==> src/hw/hcc_pkg.sv <==
// hcc_pkg: register map, field positions and constants for the cursor control bank.
// assumes a 4-bit direct register address and an 8-bit indirect index from the host port.
package hcc_pkg;
   localparam logic [3:0] DIR_CTRL_ADDR   = 4'h9;
   localparam logic [3:0] DIR_RAM_ADDR    = 4'h0;
   localparam logic [3:0] DIR_XLO_ADDR    = 4'hC;
   localparam logic [3:0] DIR_XHI_ADDR    = 4'hD;
   localparam logic [3:0] DIR_YLO_ADDR    = 4'hE;
   localparam logic [3:0] DIR_YHI_ADDR    = 4'hF;
   localparam logic [7:0] IND_CTRL_INDEX  = 8'h06;
   localparam logic [7:0] IND_CTRL_RESET  = 8'h00;
   localparam logic [7:0] DIR_CTRL_RESET  = 8'h00;
   localparam int         SEL_BIT         = 7;
   localparam int         SENSE_BIT       = 6;
   localparam int         ILACE_BIT       = 5;
   localparam int         VBLEN_BIT       = 4;
   localparam int         RAMHI_MSB       = 3;
   localparam int         RAMHI_LSB       = 2;
   localparam int         MODE_MSB        = 1;
   localparam int         MODE_LSB        = 0;
   localparam int         NIB_MSB         = 3;
   localparam int         VBLANK_SHORT    = 2048;
   localparam int         VBLANK_LONG     = 4096;
   localparam int         VB_CNT_W        = 13;
   typedef enum logic [1:0] {
      HCC_MODE_OFF   = 2'h0,
      HCC_MODE_THREE = 2'h1,
      HCC_MODE_PLNA  = 2'h2,
      HCC_MODE_PLNB  = 2'h3
   } hcc_mode_e;
endpackage

==> src/hw/hcc_vblank_detect.sv <==
// hcc_vblank_detect: recognises vertical blank from the blanking level alone.
// assumes blank_in is already synchronised to the dot clock.
`timescale 1ns/1ps
module hcc_vblank_detect #(
   parameter int CNT_W = hcc_pkg::VB_CNT_W
) (
   input  wire logic clk_in,
   input  wire logic rst_in,
   input  wire logic blank_in,
   input  wire logic long_in,
   output logic      vblank_out
);
   logic             blank_q;
   logic [CNT_W-1:0] count;
   logic             rise;
   logic [CNT_W-1:0] limit;
   logic             reached;

   // the long count of 4096 needs thirteen bits to be reached at all
   if (CNT_W < 13) begin : g_width_check
      $error("vblank counter too narrow");
   end

   assign rise    = blank_in & ~blank_q;
   assign limit   = long_in ? CNT_W'(hcc_pkg::VBLANK_LONG) : CNT_W'(hcc_pkg::VBLANK_SHORT);
   assign reached = (count >= limit);

   // counter saturates so a long blank interval never wraps to a short one
   always_ff @(posedge clk_in) begin
      if (rst_in) begin
         blank_q    <= 1'b0;
         count      <= '0;
         vblank_out <= 1'b0;
      end else begin
         blank_q <= blank_in;
         if (rise) begin
            count <= '0;
         end else if (!reached) begin
            count <= count + CNT_W'(1);
         end
         if (rise) begin
            vblank_out <= 1'b0;
         end else if (reached && blank_in) begin
            vblank_out <= 1'b1;
         end
      end
   end

   gap_a: assert property (@(posedge clk_in) disable iff (rst_in)
      $rose(vblank_out) |-> $past(count) >= $past(limit)) else $error("vblank set early");
endmodule

==> src/hw/hcc_cursor_ctrl.sv <==
// hcc_cursor_ctrl: cursor control and position register bank on the dot clock.
// assumes the host port is synchronous to REF_CLK_IN; video pins pass a 3-flop synchroniser.
// Function
// - select bit picks indirect or direct mode
// - sense invert flips odd/even field polarity
// - interlace enable activates field-based cursor
// - vblank after 2048 or 4096 clocks
// - high bits form RAM address 9:8
// - indirect mode: off, three-color, two plane formats
// - direct control mode bits 1:0, rest zero
// - indirect control at index 6, resets 0
// - X position twelve bits, low/high bytes
// - Y position twelve bits, low/high bytes
// - positions 0..4095 mark lower right corner
// - zero X or Y hides cursor
// - positions have no reset, always accessible
`timescale 1ns/1ps
module hcc_cursor_ctrl (
   input  wire logic        REF_CLK_IN,
   input  wire logic        SYS_RST_IN,
   input  wire logic        DIR_WR_IN,
   input  wire logic        DIR_RD_IN,
   input  wire logic [3:0]  DIR_ADDR_IN,
   input  wire logic [7:0]  IND_INDEX_IN,
   input  wire logic        IND_WR_IN,
   input  wire logic        IND_RD_IN,
   input  wire logic [7:0]  WR_DATA_IN,
   input  wire logic [7:0]  RAM_ADDR_LOW_IN,
   input  wire logic        BLANK_IN,
   input  wire logic        ODD_EVEN_IN,
   output logic      [7:0]  RD_DATA_OUT,
   output logic             RD_VALID_OUT,
   output logic      [1:0]  CURSOR_MODE_OUT,
   output logic             CURSOR_VISIBLE_OUT,
   output logic             INTERLACE_OUT,
   output logic             ODD_FIELD_OUT,
   output logic             VBLANK_OUT,
   output logic      [9:0]  CURSOR_RAM_ADDR_OUT,
   output logic      [11:0] CURSOR_X_POS_OUT,
   output logic      [11:0] CURSOR_Y_POS_OUT
);
   logic [7:0]  ctrl_ind;
   logic [1:0]  cursor_mode_direct;
   logic [11:0] cursor_x_pos;
   logic [11:0] cursor_y_pos;
   logic [2:0]  blank_sync;
   logic [2:0]  field_sync;
   logic        blank_s;
   logic        field_s;

   // decode
   wire wr_ind_ctrl = IND_WR_IN && (IND_INDEX_IN == hcc_pkg::IND_CTRL_INDEX);
   wire rd_ind_ctrl = IND_RD_IN && (IND_INDEX_IN == hcc_pkg::IND_CTRL_INDEX);
   wire wr_dctrl    = DIR_WR_IN && (DIR_ADDR_IN == hcc_pkg::DIR_CTRL_ADDR);
   wire wr_xlo      = DIR_WR_IN && (DIR_ADDR_IN == hcc_pkg::DIR_XLO_ADDR);
   wire wr_xhi      = DIR_WR_IN && (DIR_ADDR_IN == hcc_pkg::DIR_XHI_ADDR);
   wire wr_ylo      = DIR_WR_IN && (DIR_ADDR_IN == hcc_pkg::DIR_YLO_ADDR);
   wire wr_yhi      = DIR_WR_IN && (DIR_ADDR_IN == hcc_pkg::DIR_YHI_ADDR);

   wire       use_direct   = ctrl_ind[hcc_pkg::SEL_BIT];
   wire       sense_invert = ctrl_ind[hcc_pkg::SENSE_BIT];
   wire       ilace_en     = ctrl_ind[hcc_pkg::ILACE_BIT];
   wire       vb_long      = ctrl_ind[hcc_pkg::VBLEN_BIT];
   wire [1:0] ram_hi       = ctrl_ind[hcc_pkg::RAMHI_MSB:hcc_pkg::RAMHI_LSB];
   wire [1:0] mode_ind     = ctrl_ind[hcc_pkg::MODE_MSB:hcc_pkg::MODE_LSB];
   // mode field decodes off/three-color/two-plane A/B downstream
   wire [1:0] eff_mode     = use_direct ? cursor_mode_direct : mode_ind;
   wire       pos_zero     = (cursor_x_pos == 12'h000) || (cursor_y_pos == 12'h000);

   // mux for direct reads; reserved bits come back zero
   logic [7:0] dir_rd;
   always_comb begin
      case (DIR_ADDR_IN)
         hcc_pkg::DIR_CTRL_ADDR: dir_rd = {6'h00, cursor_mode_direct};
         hcc_pkg::DIR_XLO_ADDR:  dir_rd = cursor_x_pos[7:0];
         hcc_pkg::DIR_XHI_ADDR:  dir_rd = {4'h0, cursor_x_pos[11:8]};
         hcc_pkg::DIR_YLO_ADDR:  dir_rd = cursor_y_pos[7:0];
         hcc_pkg::DIR_YHI_ADDR:  dir_rd = {4'h0, cursor_y_pos[11:8]};
         default:                dir_rd = 8'h00;
      endcase
   end
   wire [7:0] ind_rd = rd_ind_ctrl ? ctrl_ind : 8'h00;

   assign blank_s = blank_sync[2];
   assign field_s = field_sync[2];

   // control registers reset; field polarity change counts once stages 2 and 3 agree
   logic field_stable;
   always_ff @(posedge REF_CLK_IN) begin
      if (SYS_RST_IN) begin
         ctrl_ind           <= hcc_pkg::IND_CTRL_RESET;
         cursor_mode_direct <= hcc_pkg::DIR_CTRL_RESET[1:0];
         blank_sync         <= 3'h0;
         field_sync         <= 3'h0;
         field_stable       <= 1'b0;
         RD_DATA_OUT        <= 8'h00;
         RD_VALID_OUT       <= 1'b0;
      end else begin
         blank_sync <= {blank_sync[1:0], BLANK_IN};
         field_sync <= {field_sync[1:0], ODD_EVEN_IN};
         if (field_sync[2] == field_sync[1]) begin
            field_stable <= field_sync[2];
         end
         if (wr_ind_ctrl) begin
            ctrl_ind <= WR_DATA_IN;
         end
         if (wr_dctrl) begin
            cursor_mode_direct <= WR_DATA_IN[1:0];
         end
         RD_VALID_OUT <= DIR_RD_IN | IND_RD_IN;
         RD_DATA_OUT  <= DIR_RD_IN ? dir_rd : ind_rd;
      end
   end

   // positions are left uninitialised by design; writes accepted at any time
   always_ff @(posedge REF_CLK_IN) begin
      if (wr_xlo) cursor_x_pos[7:0]  <= WR_DATA_IN;
      if (wr_xhi) cursor_x_pos[11:8] <= WR_DATA_IN[hcc_pkg::NIB_MSB:0];
      if (wr_ylo) cursor_y_pos[7:0]  <= WR_DATA_IN;
      if (wr_yhi) cursor_y_pos[11:8] <= WR_DATA_IN[hcc_pkg::NIB_MSB:0];
   end

   // outputs; positions pass as lower right corner coordinates
   always_ff @(posedge REF_CLK_IN) begin
      if (SYS_RST_IN) begin
         CURSOR_MODE_OUT     <= hcc_pkg::HCC_MODE_OFF;
         CURSOR_VISIBLE_OUT  <= 1'b0;
         INTERLACE_OUT       <= 1'b0;
         ODD_FIELD_OUT       <= 1'b0;
         CURSOR_RAM_ADDR_OUT <= 10'h000;
         CURSOR_X_POS_OUT    <= 12'h000;
         CURSOR_Y_POS_OUT    <= 12'h000;
      end else begin
         CURSOR_MODE_OUT     <= eff_mode;
         CURSOR_VISIBLE_OUT  <= (eff_mode != hcc_pkg::HCC_MODE_OFF) && !pos_zero;
         INTERLACE_OUT       <= ilace_en;
         ODD_FIELD_OUT       <= ilace_en & (field_stable ^ sense_invert);
         CURSOR_RAM_ADDR_OUT <= {ram_hi, RAM_ADDR_LOW_IN};
         CURSOR_X_POS_OUT    <= cursor_x_pos;
         CURSOR_Y_POS_OUT    <= cursor_y_pos;
      end
   end

   hcc_vblank_detect #(
      .CNT_W (hcc_pkg::VB_CNT_W)
   ) u_vblank (
      .clk_in     (REF_CLK_IN),
      .rst_in     (SYS_RST_IN),
      .blank_in   (blank_s),
      .long_in    (vb_long),
      .vblank_out (VBLANK_OUT)
   );

   mode_sel_a: assert property (@(posedge REF_CLK_IN) disable iff (SYS_RST_IN)
      1'b1 |=> CURSOR_MODE_OUT == ($past(ctrl_ind[7]) ? $past(cursor_mode_direct) : $past(ctrl_ind[1:0])))
      else $error("mode source wrong");
   field_pol_a: assert property (@(posedge REF_CLK_IN) disable iff (SYS_RST_IN)
      $past(ilace_en) |-> ODD_FIELD_OUT == ($past(field_stable) ^ $past(sense_invert)))
      else $error("field polarity wrong");
   ilace_off_a: assert property (@(posedge REF_CLK_IN) disable iff (SYS_RST_IN)
      !$past(ilace_en) |-> !ODD_FIELD_OUT) else $error("field while not interlaced");
   ram_addr_a: assert property (@(posedge REF_CLK_IN) disable iff (SYS_RST_IN)
      1'b1 |=> CURSOR_RAM_ADDR_OUT[9:8] == $past(ctrl_ind[3:2])) else $error("ram high bits wrong");
   off_hide_a: assert property (@(posedge REF_CLK_IN) disable iff (SYS_RST_IN)
      CURSOR_MODE_OUT == hcc_pkg::HCC_MODE_OFF |-> !CURSOR_VISIBLE_OUT) else $error("off mode visible");
   dctrl_rd_a: assert property (@(posedge REF_CLK_IN) disable iff (SYS_RST_IN)
      wr_dctrl ##1 !wr_dctrl ##1 (DIR_RD_IN && DIR_ADDR_IN == hcc_pkg::DIR_CTRL_ADDR && !wr_dctrl)
      |=> RD_DATA_OUT == {6'h00, $past(WR_DATA_IN[1:0], 3)}) else $error("direct ctrl readback");
   ind_reset_a: assert property (@(posedge REF_CLK_IN)
      SYS_RST_IN |=> ctrl_ind == hcc_pkg::IND_CTRL_RESET) else $error("indirect ctrl reset");
   xhi_rd_a: assert property (@(posedge REF_CLK_IN) disable iff (SYS_RST_IN)
      DIR_RD_IN && DIR_ADDR_IN == hcc_pkg::DIR_XHI_ADDR |=> RD_DATA_OUT[7:4] == 4'h0) else $error("x high reserved");
   yhi_rd_a: assert property (@(posedge REF_CLK_IN) disable iff (SYS_RST_IN)
      DIR_RD_IN && DIR_ADDR_IN == hcc_pkg::DIR_YHI_ADDR |=> RD_DATA_OUT[7:4] == 4'h0) else $error("y high reserved");
   x_store_a: assert property (@(posedge REF_CLK_IN) disable iff (SYS_RST_IN)
      wr_xlo |=> ##1 CURSOR_X_POS_OUT[7:0] == $past(WR_DATA_IN, 2)) else $error("x low not stored");
   zero_hide_a: assert property (@(posedge REF_CLK_IN) disable iff (SYS_RST_IN)
      pos_zero |=> !CURSOR_VISIBLE_OUT) else $error("zero position visible");
   pos_wr_a: assert property (@(posedge REF_CLK_IN) disable iff (SYS_RST_IN)
      wr_ylo |=> cursor_y_pos[7:0] == $past(WR_DATA_IN)) else $error("y low not stored");
   ind_rd_a: assert property (@(posedge REF_CLK_IN) disable iff (SYS_RST_IN)
      rd_ind_ctrl && !DIR_RD_IN |=> RD_DATA_OUT == $past(ctrl_ind)) else $error("indirect readback");

   vis_cov_a:   cover property (@(posedge REF_CLK_IN) CURSOR_VISIBLE_OUT);
   direct_cov_a: cover property (@(posedge REF_CLK_IN) use_direct && cursor_mode_direct == hcc_pkg::HCC_MODE_PLNB);
   vb_cov_a:    cover property (@(posedge REF_CLK_IN) $rose(VBLANK_OUT));
   odd_cov_a:   cover property (@(posedge REF_CLK_IN) ilace_en && sense_invert && ODD_FIELD_OUT);
endmodule

==> config.mk <==
export PLATFORM = sky130hd
export DESIGN_NAME = hcc_cursor_ctrl
export DESIGN_NICKNAME = d
export VERILOG_FILES = /design/src/hw/hcc_pkg.sv /design/src/hw/hcc_vblank_detect.sv /design/src/hw/hcc_cursor_ctrl.sv
export SDC_FILE = /design/constraint.sdc
export NUM_CORES = 1
export LEC_CHECK = 0
export BUFFER_PORTS_ARGS = -buffer_cell sky130_fd_sc_hd__buf_4
export CAP_MARGIN = 20
export CORE_ASPECT_RATIO = 2
export CORE_UTILIZATION = 35
export CTS_CLUSTER_DIAMETER = 150
export CTS_CLUSTER_SIZE = 25
export DETAILED_ROUTE_END_ITERATION = 12
export MAX_ROUTING_LAYER = met4
export PLACE_DENSITY_LB_ADDON = 0.05
export SETUP_SLACK_MARGIN = 0.4
export SYNTH_ARGS = -nofsm -noshare
export SYNTH_HDL_FRONTEND = slang
export SYNTH_HIERARCHICAL = 1
export SYNTH_SLANG_ARGS = --single-unit
export TNS_END_PERCENT = 5
==> constraint.sdc <==
create_clock -name REF_CLK_IN -period 2.07 [get_ports REF_CLK_IN]
set_input_delay 0.207 -clock REF_CLK_IN [delete_from_list [all_inputs] [get_ports REF_CLK_IN]]
set_output_delay 0.207 -clock REF_CLK_IN [all_outputs]
set_load 0.02 [all_outputs]
==> results.toml, run 1 <==
[cells_and_area]
area_growth_pct = 29.3
fin_nets = 439
antenna_cells = 0
drive_gt1_share_pct = 29.0

[detailed_routing]
vias = 2630
wl_per_cell_um = 16.5
detail_route.first_pass.iterations = 4
drt_wl_total_mm = 8.91
drt-vias-per-instance = 4.86
drc = 0
drt_iter0_markers = 107
ant_nets = 0

[power]
vdd_drop_max_mv = 0.509
clock_power_share_pct = 43.3
p_leak_nw = 1.96
switchingPower_mw = 0.876
switching_share_pct = 20.6
p_int_mw = 3.37
seqPwrFrac_pct = 50.5
combPwrFrac_pct = 6.1
power_density_nw_per_um2 = 873

[placed_design]
preCtsSetupSlack_ps = 182
gp_congestion = 0.857
io_buffers = 84
hpwl_mm = 6.76

[critical_path]
cpMaxStageDelayCell = "or4_1"
worstSetupEndpointType = "flip-flop"
crit_fanout = 10
cp_cell_sequence = "inv_2 > ha_4 > nor2b_4 > or4_4 > or4_1 > a21oi_1"
cp_top_family = "simple AND/OR/NAND/NOR gates"
worst_ep_arrival_time_ps = 2190
reg2reg_slack_ps = 150
worstReg2RegEnd = "u_vblank/count[10]"
worstSetupPathDepth = 6
required_ps = 2340
max_stage_delay_ps = 490
r2r-start = "ctrl_ind[4]"
path_buf_inv = 1
start_kind = "flip-flop"
rr_worst_depth = 6
path_class = "flip-flop to flip-flop"

[sta]
finalHoldViolations = 0
rsz0062_at_grt = "yes"
hold_ws_ps = 67.6
worst_pin_slew_ps = 571
fin_crit_ps = 1920
fmax_ghz = 0.521
setup_viol = 0
clock_skew_ps = 9.56
setup_tns_ps = 0
worst_slack_ps = 151
slew_violations = 0
maxSlewHeadroom_pct = 61.9
fin_crit_sh_pct = 92.7

[die]
die_x_um = 75.3
chipHeight_um = 149
core_area_um2 = 10500
dieArea_um2 = 11200
ios = 85
rows = 53
start_util_pct = 35.9

[yosys]
synth_edf_count = 24
synthFlopType = "dfxtp_1"
synthCells = 314
ys.warnings.count = 6
synth_top_family_by_area = "simple AND/OR/NAND/NOR gates"
synth_nets = 354
synth.largest_area_cell = "dfxtp_1"
yosysSeqAreaShare_pct = 61.7
syn-cell-area_um2 = 3760
synth_area_leaders = "dfxtp_1, edfxtp_1, nor2b_1"
avgSynthCellArea_um2 = 12.0
synth_adder_area_share_pct = 1.33
synth_compound_area_share_pct = 6.62
yosysTopAreaCellShare_pct = 42.6
synth_mux_area_share_pct = 6.08
synth_xor_area_share_pct = 1.40
async_flop_share_pct = 0
yosys.area_share.simple_pct = 20.1
ys_ff_latch = 104
ys_types = 50

[global_routing]
grt_max_degree = 55
grt_pass1_wl_mm = 13.6
grt_usage_pct = 17.6
grt.overflow.total = 0
grt_pass1_vias = 2688
antenna_found_initial = 0

[clock_network]
cts_resized = 0
cts_tree = "done"
path_clk_slew_ps = 70
clockBufferDepth = 2
cts_buffers = 9
cts_sinks = 104
cts_root_buf = "clkbuf_16"
holdBufCountCts = 0
clk_latency_ps = 340
cts.htree.levels = 3

[min_path]
holdCritStartpoint = "WR_DATA_IN[7]"
min_to = "cursor_x_pos[7]"
min_path_type = "primary input to flip-flop"
min_delay_path_depth = 1

[status]
status = "completed"

[flow_run]
maxCapViolations = 0
how the worst max path moves through the flow:
| stage | start | to | slack [ps] |
|---|---|---|---|
| CTS | ctrl_ind[4] | u_vblank/count[10] | 160 |
| global route | ctrl_ind[4] | u_vblank/count[9] | 80 |
| floorplan | ctrl_ind[4] | u_vblank/count[10] | 90 |
| finish | ctrl_ind[4] | u_vblank/count[10] | 150 |
| detailed placement | ctrl_ind[4] | u_vblank/count[10] | 180 |
| global placement | ctrl_ind[4] | u_vblank/count[10] | 210 |
worst register-to-register path, stage by stage, from the launching register on:
cell     delay (ps)
dfxtp_2         350
inv_2            50
ha_4            210
nor2b_4         140
or4_4           470
or4_1           490
a21oi_1         130
metrics by stage:
stage	total power, mW	area, um2	utilization [%]	std cells
final	4.25	4870	46.4	541
after global routing	4.42	4870	46.4	541
after CTS	4.31	4870	46.4	541
after detailed placement	2.46	4540	43.3	525
after global placement	2.46	4540	43.3	525
after floorplan	2.32	3790	-	314
state kept, by name (all words and copies together) (netlist names), 2 cells and up:
signal and count:
CURSOR_MODE_OUT 2, CURSOR_RAM_ADDR_OUT 10, CURSOR_X_POS_OUT 12, CURSOR_Y_POS_OUT 12
RD_DATA_OUT 8, blank_sync 3, ctrl_ind 8, cursor_mode_direct 2
cursor_x_pos 12, cursor_y_pos 12, field_sync 3, u_vblank/count 13
repair_timing:
item,CTS,global route
hold endpoints to repair,0,0
buffers inserted,0,0
endpoints found under the setup margin,9,10
power by group through the flow:
stage                     logic [mW]  clock network (mW)  registers (mW)
after floorplan               0.0931                   0            2.22
after global placement         0.263                   0            2.19
after detailed placement       0.265                   0            2.19
after CTS                      0.265                1.90            2.15
after global routing           0.281                1.99            2.15
final                          0.260                1.84            2.15
cell type report:
type	count	area, um2
Multi-Input combinational cell	189	1350
Timing Repair Buffer	88	661
Fill cell	1072	5610
Clock inverter	4	73.8
Inverter	7	26.3
Sequential cell	104	2320
Tap cell	137	171
Clock buffer	12	256
routing by layer:
layer / share of wire (%) / vias up / routed length (um) / global-route usage, %
met5: 0 / - / 0 / -
met4: 2.2 / 0 / 200 / 7.87
met3: 2.6 / 14 / 230 / 2.71
met2: 59 / 58 / 5250 / 32.5
met1: 36 / 1269 / 3230 / 17.2
li1: - / 1289 / - / -
placed cells by master, fill, tap and decap left out, types with 3 or more instances in the layout:
master and n:
edfxtp_1 24, o2bb2ai_1 5, nor3_1 3, nand4b_1 3, clkbuf_16 9, nand4_1 3, nand3_1 5, mux2i_1 18
o31ai_1 4, xnor2_1 6, buf_4 88, ha_1 3, a21oi_1 7, nand2_1 10, or4_1 3, o21ai_0 7
nor4_1 10, nor2_1 23, nand3b_1 3, inv_1 6, dfxtp_1 78, nor2b_1 43
cell usage after synthesis, types with 5 or more instances:
library cell and n:
dfxtp_1 80, nor2b_1 43, edfxtp_1 24, nor2_1 23, mux2i_1 18, nand2_1 10, nor4_1 10, a21oi_1 7
clkbuf_1 7, inv_1 7, o21ai_0 7, xnor2_1 6, nand3_1 5, o2bb2ai_1 5
cell families (layout without fill, tap and decap cells):
| kind of cell | count (synthesis) | after routing |
|---|---|---|
| AOI/OAI and AO/OA | 35 | 35 |
| muxes | 20 | 20 |
| adders and majority gates | 4 | 4 |
| DFF | 104 | 104 |
| xor gates and xnor gates | 6 | 6 |
| buffers and inverters | 21 | 111 |
| and+or+nand+nor | 124 | 124 |
Note: power is estimated with default switching activity, not from simulation.
==> run 2: changes to the inputs <==
--- a/config.mk
+++ b/config.mk
@@ -8,12 +8,12 @@
 export BUFFER_PORTS_ARGS = -buffer_cell sky130_fd_sc_hd__buf_4
 export CAP_MARGIN = 20
 export CORE_ASPECT_RATIO = 2
-export CORE_UTILIZATION = 35
+export CORE_UTILIZATION = 40
 export CTS_CLUSTER_DIAMETER = 150
 export CTS_CLUSTER_SIZE = 25
 export DETAILED_ROUTE_END_ITERATION = 12
 export MAX_ROUTING_LAYER = met4
-export PLACE_DENSITY_LB_ADDON = 0.05
+export PLACE_DENSITY = 0.6
 export SETUP_SLACK_MARGIN = 0.4
 export SYNTH_ARGS = -nofsm -noshare
 export SYNTH_HDL_FRONTEND = slang
==> constraint.sdc (replaced) <==
create_clock -name REF_CLK_IN -period 2.25 [get_ports REF_CLK_IN]
set_input_delay 0.225 -clock REF_CLK_IN [delete_from_list [all_inputs] [get_ports REF_CLK_IN]]
set_output_delay 0.225 -clock REF_CLK_IN [all_outputs]
set_load 0.02 [all_outputs]
==> run 2 against run 1 <==
  * The flow now finishes with violations (DRC)
  * Register-to-register slack improved by 190 ps
  * Non-clock buffer count fell by 1
  * Combinational power decreased by 8.5%
  * First-iteration DRC count grew 21%
  * Final cell count decreased by 6.7%
  * Worst hold slack improved by 21 ps
  * Total power decreased by 9.8%
  * Critical path depth unchanged
  * Maximum frequency rose by 0.42%
  * Setup slack better by 190 ps
  * Sequential cell count unchanged
  * Largest cell class unchanged
==> results.toml, run 2 (same netlist as run 1, synthesis figures left out) <==
[power]
p_int_mw = 3.03
power_density_nw_per_um2 = 798
combPwrFrac_pct = 6.2
switchingPower_mw = 0.800
vdd_drop_max_mv = 0.599
clock_power_share_pct = 42.2
p_leak_nw = 1.95
switching_share_pct = 20.9
seqPwrFrac_pct = 51.5

[global_routing]
grt_max_degree = 32
grt_pass1_wl_mm = 13.2
grt_pass1_vias = 2627
grt_usage_pct = 18.5
grt.overflow.total = 0
antenna_found_initial = 0

[die]
chipHeight_um = 139
core_area_um2 = 9070
rows = 49
ios = 85
dieArea_um2 = 9820
die_x_um = 70.6
start_util_pct = 41.5

[cells_and_area]
final_common_cell = "buf_4"
register_area_um2 = 2320
design_area_um2 = 4800
multi_input_area_um2 = 1350
largest_reg_flops = 13
regMostFlops = "u_vblank/count"
fin_cells = 505
drive_gt1_share_pct = 28.5
fin_nets = 438
final.fill_count = 818
area_growth_pct = 27.6
layout_common_cells = "buf_4, dfxtp_1, nor2b_1"
antenna_cells = 0

[detailed_routing]
drc = 6
detail_route.first_pass.iterations = 8
drt_iter0_markers = 129
vias = 2638
wl_per_cell_um = 16.6
drt-vias-per-instance = 5.22
ant_nets = 0
drt_wl_total_mm = 8.37

[clock_network]
cts_root_buf = "clkbuf_16"
cts_sinks = 104
clockBufferDepth = 2
cts_resized = 0
holdBufCountCts = 0
path_clk_slew_ps = 70
cts_setup_buffers = 0
cts.htree.levels = 3
cts_buffers = 9
cts_tree = "done"
clk_latency_ps = 340

[sta]
clock_skew_ps = 5.63
worst_pin_slew_ps = 456
fmax_ghz = 0.523
fin_crit_ps = 1910
rsz0062_at_grt = "yes"
maxSlewHeadroom_pct = 69.3
fin_crit_sh_pct = 84.9
slew_violations = 0
worst_slack_ps = 339
finalHoldViolations = 0
setup_tns_ps = 0
setup_viol = 0

[critical_path]
crit_fanout = 10
worst_ep_arrival_time_ps = 2180
worstSetupEndpointType = "flip-flop"
path_class = "flip-flop to flip-flop"
start_kind = "flip-flop"
required_ps = 2520

[placed_design]
placed_cells = 489
gp_congestion = 0.807
preCtsSetupSlack_ps = 353
io_buffers = 84
hpwl_mm = 6.37
dpl_cell_area_um2 = 4480

[min_path]
min_path_type = "primary input to flip-flop"

[status]
violations = "DRC"
status = "complete, but fails checks"

[flow_run]
maxCapViolations = 0
==> run 2: changes by cell type in the layout (fill, tap and decap cells not counted) <==
cell | before | now
bufinv_16 | 2 | 1
clkbuf_1 | 1 | 2
clkinv_4 | 0 | 1
clkbuf_8 | 2 | 1
clkinv_2 | 1 | 0
buf_4 | 88 | 87
clkbuf_16 | 9 | 10
==> run 2: final timing paths <==
check                startpoint           endpoint  slack, ps  cells after the start
hold / removal    WR_DATA_IN[6]    cursor_x_pos[6]         90                      1
setup reg to reg    ctrl_ind[4]  u_vblank/count[9]        340                      6
hold reg to reg   blank_sync[0]      blank_sync[1]        440                      1
setup / recovery    ctrl_ind[4]  u_vblank/count[9]        340                      6
==> run 2: layout make-up <==
| type | instances | share of cell area [%] |
|---|---|---|
| sequential | 104 | 48.4 |
| tap | 102 | 2.66 |
| clock inverter | 3 | 0.990 |
| inverter | 7 | 0.547 |
| timing repair buffer | 87 | 13.6 |
| clock buffer | 13 | 5.65 |
| multi-input combinational | 189 | 28.2 |
==> run 2: through the flow <==
step / utilization [%] / power, mW / hold WS [ps]
after floorplan: - / 2.13 / 297
after global placement: 49.4 / 2.25 / 417
after detailed placement: 49.4 / 2.26 / 431
after CTS: 52.9 / 3.86 / 79.5
after global routing: 52.9 / 3.96 / 77.2
final: 52.9 / 3.83 / 88.8
==> run 2: power by group through the flow <==
| stage | registers, mW | logic (mW) | clock network, mW |
|---|---|---|---|
| after floorplan | 2.05 | 0.0857 | 0 |
| after global placement | 2.02 | 0.236 | 0 |
| after detailed placement | 2.02 | 0.239 | 0 |
| after CTS | 1.98 | 0.241 | 1.65 |
| after global routing | 1.98 | 0.256 | 1.73 |
| final | 1.98 | 0.238 | 1.62 |
==> run 2: critical path, cell delays in order, from the launching register on <==
cell and delay, ps:
dfxtp_2 350, inv_2 60, ha_4 210, nor2b_4 150
or4_4 470, or4b_1 480, a21oi_1 130
==> run 2: metal layers <==
metal  wire [um]  GRT usage [%]  vias up
met3         280           2.83       15
met1        3050           18.0     1265
met4         227           9.89        0
met2        4810           34.2       70
li1            -              -     1288
met5           0              -        -
==> run 3: changes to the inputs <==
--- a/config.mk
+++ b/config.mk
@@ -13,7 +13,7 @@
 export CTS_CLUSTER_SIZE = 25
 export DETAILED_ROUTE_END_ITERATION = 12
 export MAX_ROUTING_LAYER = met4
-export PLACE_DENSITY = 0.6
+export PLACE_DENSITY = 0.62
 export SETUP_SLACK_MARGIN = 0.4
 export SYNTH_ARGS = -nofsm -noshare
 export SYNTH_HDL_FRONTEND = slang
==> constraint.sdc (replaced) <==
create_clock -name REF_CLK_IN -period 1.6 [get_ports REF_CLK_IN]
set_input_delay 0.16 -clock REF_CLK_IN [delete_from_list [all_inputs] [get_ports REF_CLK_IN]]
set_output_delay 0.16 -clock REF_CLK_IN [all_outputs]
set_load 0.02 [all_outputs]
==> run 3 against run 2 <==
  * The flow finishes with violations (DRC, setup timing)
  * Clock skew is essentially flat
  * Total power rose by 36%
  * Clock-buffer cell count is 2 lower
  * Highest routed layer unchanged
==> results.toml, run 3 (same netlist as run 1, synthesis figures left out) <==
[cells_and_area]
multi_input_area_um2 = 1430
antenna_cells = 0
area_growth_pct = 32.4
final_common_cell = "buf_4"
fin_cells = 522
register_area_um2 = 2330
fin_nets = 455
regMostFlops = "u_vblank/count"
final.fill_count = 807
layout_common_cells = "buf_4, dfxtp_1, nor2b_1"
drive_gt1_share_pct = 35.2
largest_reg_flops = 13

[die]
start_util_pct = 41.5
die_x_um = 70.6
dieArea_um2 = 9820
core_area_um2 = 9070
ios = 85
chipHeight_um = 139
rows = 49

[clock_network]
cts.htree.levels = 3
cts_buffers = 9
path_clk_slew_ps = 70
cts_sinks = 104
clockBufferDepth = 2
cts_tree = "done"
clk_latency_ps = 340
cts_setup_buffers = 0
cts_root_buf = "clkbuf_16"

[min_path]
min_to = "cursor_y_pos[5]"
min_path_type = "primary input to flip-flop"
holdCritStartpoint = "WR_DATA_IN[5]"
min_delay_path_depth = 1

[power]
switchingPower_mw = 1.15
switching_share_pct = 22.1
vdd_drop_max_mv = 0.722
seqPwrFrac_pct = 53.2
p_leak_nw = 2.05
power_density_nw_per_um2 = 1050
clock_power_share_pct = 40.0
p_int_mw = 4.07
combPwrFrac_pct = 6.8
p_total_mw = 5.22

[global_routing]
grt_pass1_vias = 2726
grt_usage_pct = 19.6
grt_max_degree = 29
grt_pass1_wl_mm = 14.0
grt.overflow.total = 0
antenna_found_initial = 0

[sta]
fmax_ghz = 0.536
rsz0062_at_grt = "yes"
finalHoldViolations = 0
setup_viol = 6
clock_skew_ps = 5.94
fin_crit_sh_pct = 117
slew_violations = 0
worst_pin_slew_ps = 398
worst_slack_ps = -266
hold_ws_ps = 22.6
maxSlewHeadroom_pct = 73.5
fin_crit_ps = 1870

[flow_run]
maxCapViolations = 0

[critical_path]
reg2reg_slack_ps = -270
r2r-start = "ctrl_ind[4]"
path_class = "flip-flop to flip-flop"
cpMaxStageDelayCell = "or4_1"
required_ps = 1870
path_buf_inv = 1
rr_worst_depth = 6
cp_cell_sequence = "inv_2 > ha_4 > nor2b_4 > or4_4 > or4_1 > a21oi_1"
max_stage_delay_ps = 480
worstReg2RegEnd = "u_vblank/count[10]"
crit_fanout = 10
cp_top_family = "simple AND/OR/NAND/NOR gates"
start_kind = "flip-flop"
worstSetupEndpointType = "flip-flop"
worst_ep_arrival_time_ps = 2140

[placed_design]
hpwl_mm = 6.57
preCtsSetupSlack_ps = -262
placed_cells = 506
io_buffers = 84
gp_congestion = 0.834

[status]
status = "complete, but fails checks"
violations = "DRC, setup timing"

[detailed_routing]
detail_route.first_pass.iterations = 8
drt_wl_total_mm = 8.83
drt_iter0_markers = 182
ant_nets = 0
vias = 2704
drt-vias-per-instance = 5.18
wl_per_cell_um = 16.9
drc = 4
## run 3: worst max path at each step
stage                      startpoint                  to  slack [ps]  cells past startpoint
final                     ctrl_ind[4]  u_vblank/count[10]        -270                      6
after global routing      ctrl_ind[4]  u_vblank/count[10]        -340                      6
after CTS                 ctrl_ind[4]  u_vblank/count[10]        -250                      6
after detailed placement  ctrl_ind[4]   u_vblank/count[8]        -260                      6
after global placement    ctrl_ind[4]  u_vblank/count[10]        -210                      6
after floorplan           ctrl_ind[4]  u_vblank/count[10]        -380                      8
## run 3: timing repair
item | in CTS | in global routing
cloned | 0 | 0
pin swaps | 6 | 7
hold buffers | 0 | 0
setup endpoints to repair | 17 | 17
resized for setup | 12 | 8
## run 3: layout make-up
class	instances	share of cell area, %
clock inverter	5	0.753
tap	102	2.56
inverter	7	0.527
timing repair buffer	104	15.7
clock buffer	11	5.07
sequential	104	46.7
multi-input combinational	189	28.7
## run 3: through the flow
step / util, % / area (um2) / setup TNS (ps)
after floorplan: - / 3790 / -2200
after detailed placement: 50.8 / 4610 / -1340
after global placement: 50.8 / 4610 / -1100
final: 54.9 / 4980 / -1220
after global routing: 54.9 / 4980 / -1630
after CTS: 54.4 / 4930 / -1190
## run 3: power groups by stage
stage | registers, mW | clock network (mW) | logic [mW]
6_report | 2.77 | 2.09 | 0.354
2_1_floorplan | 2.88 | 0 | 0.120
5_1_grt | 2.78 | 2.26 | 0.382
3_3_place_gp | 2.83 | 0 | 0.348
3_5_place_dp | 2.83 | 0 | 0.353
4_1_cts | 2.77 | 2.14 | 0.357
## run 3: layer usage
metal,global-route usage [%],vias up,wire length [um]
met5,-,-,0
met4,9.16,0,212
met3,3.27,15,299
met2,35.9,70,5090
met1,19.7,1294,3220
li1,-,1325,-
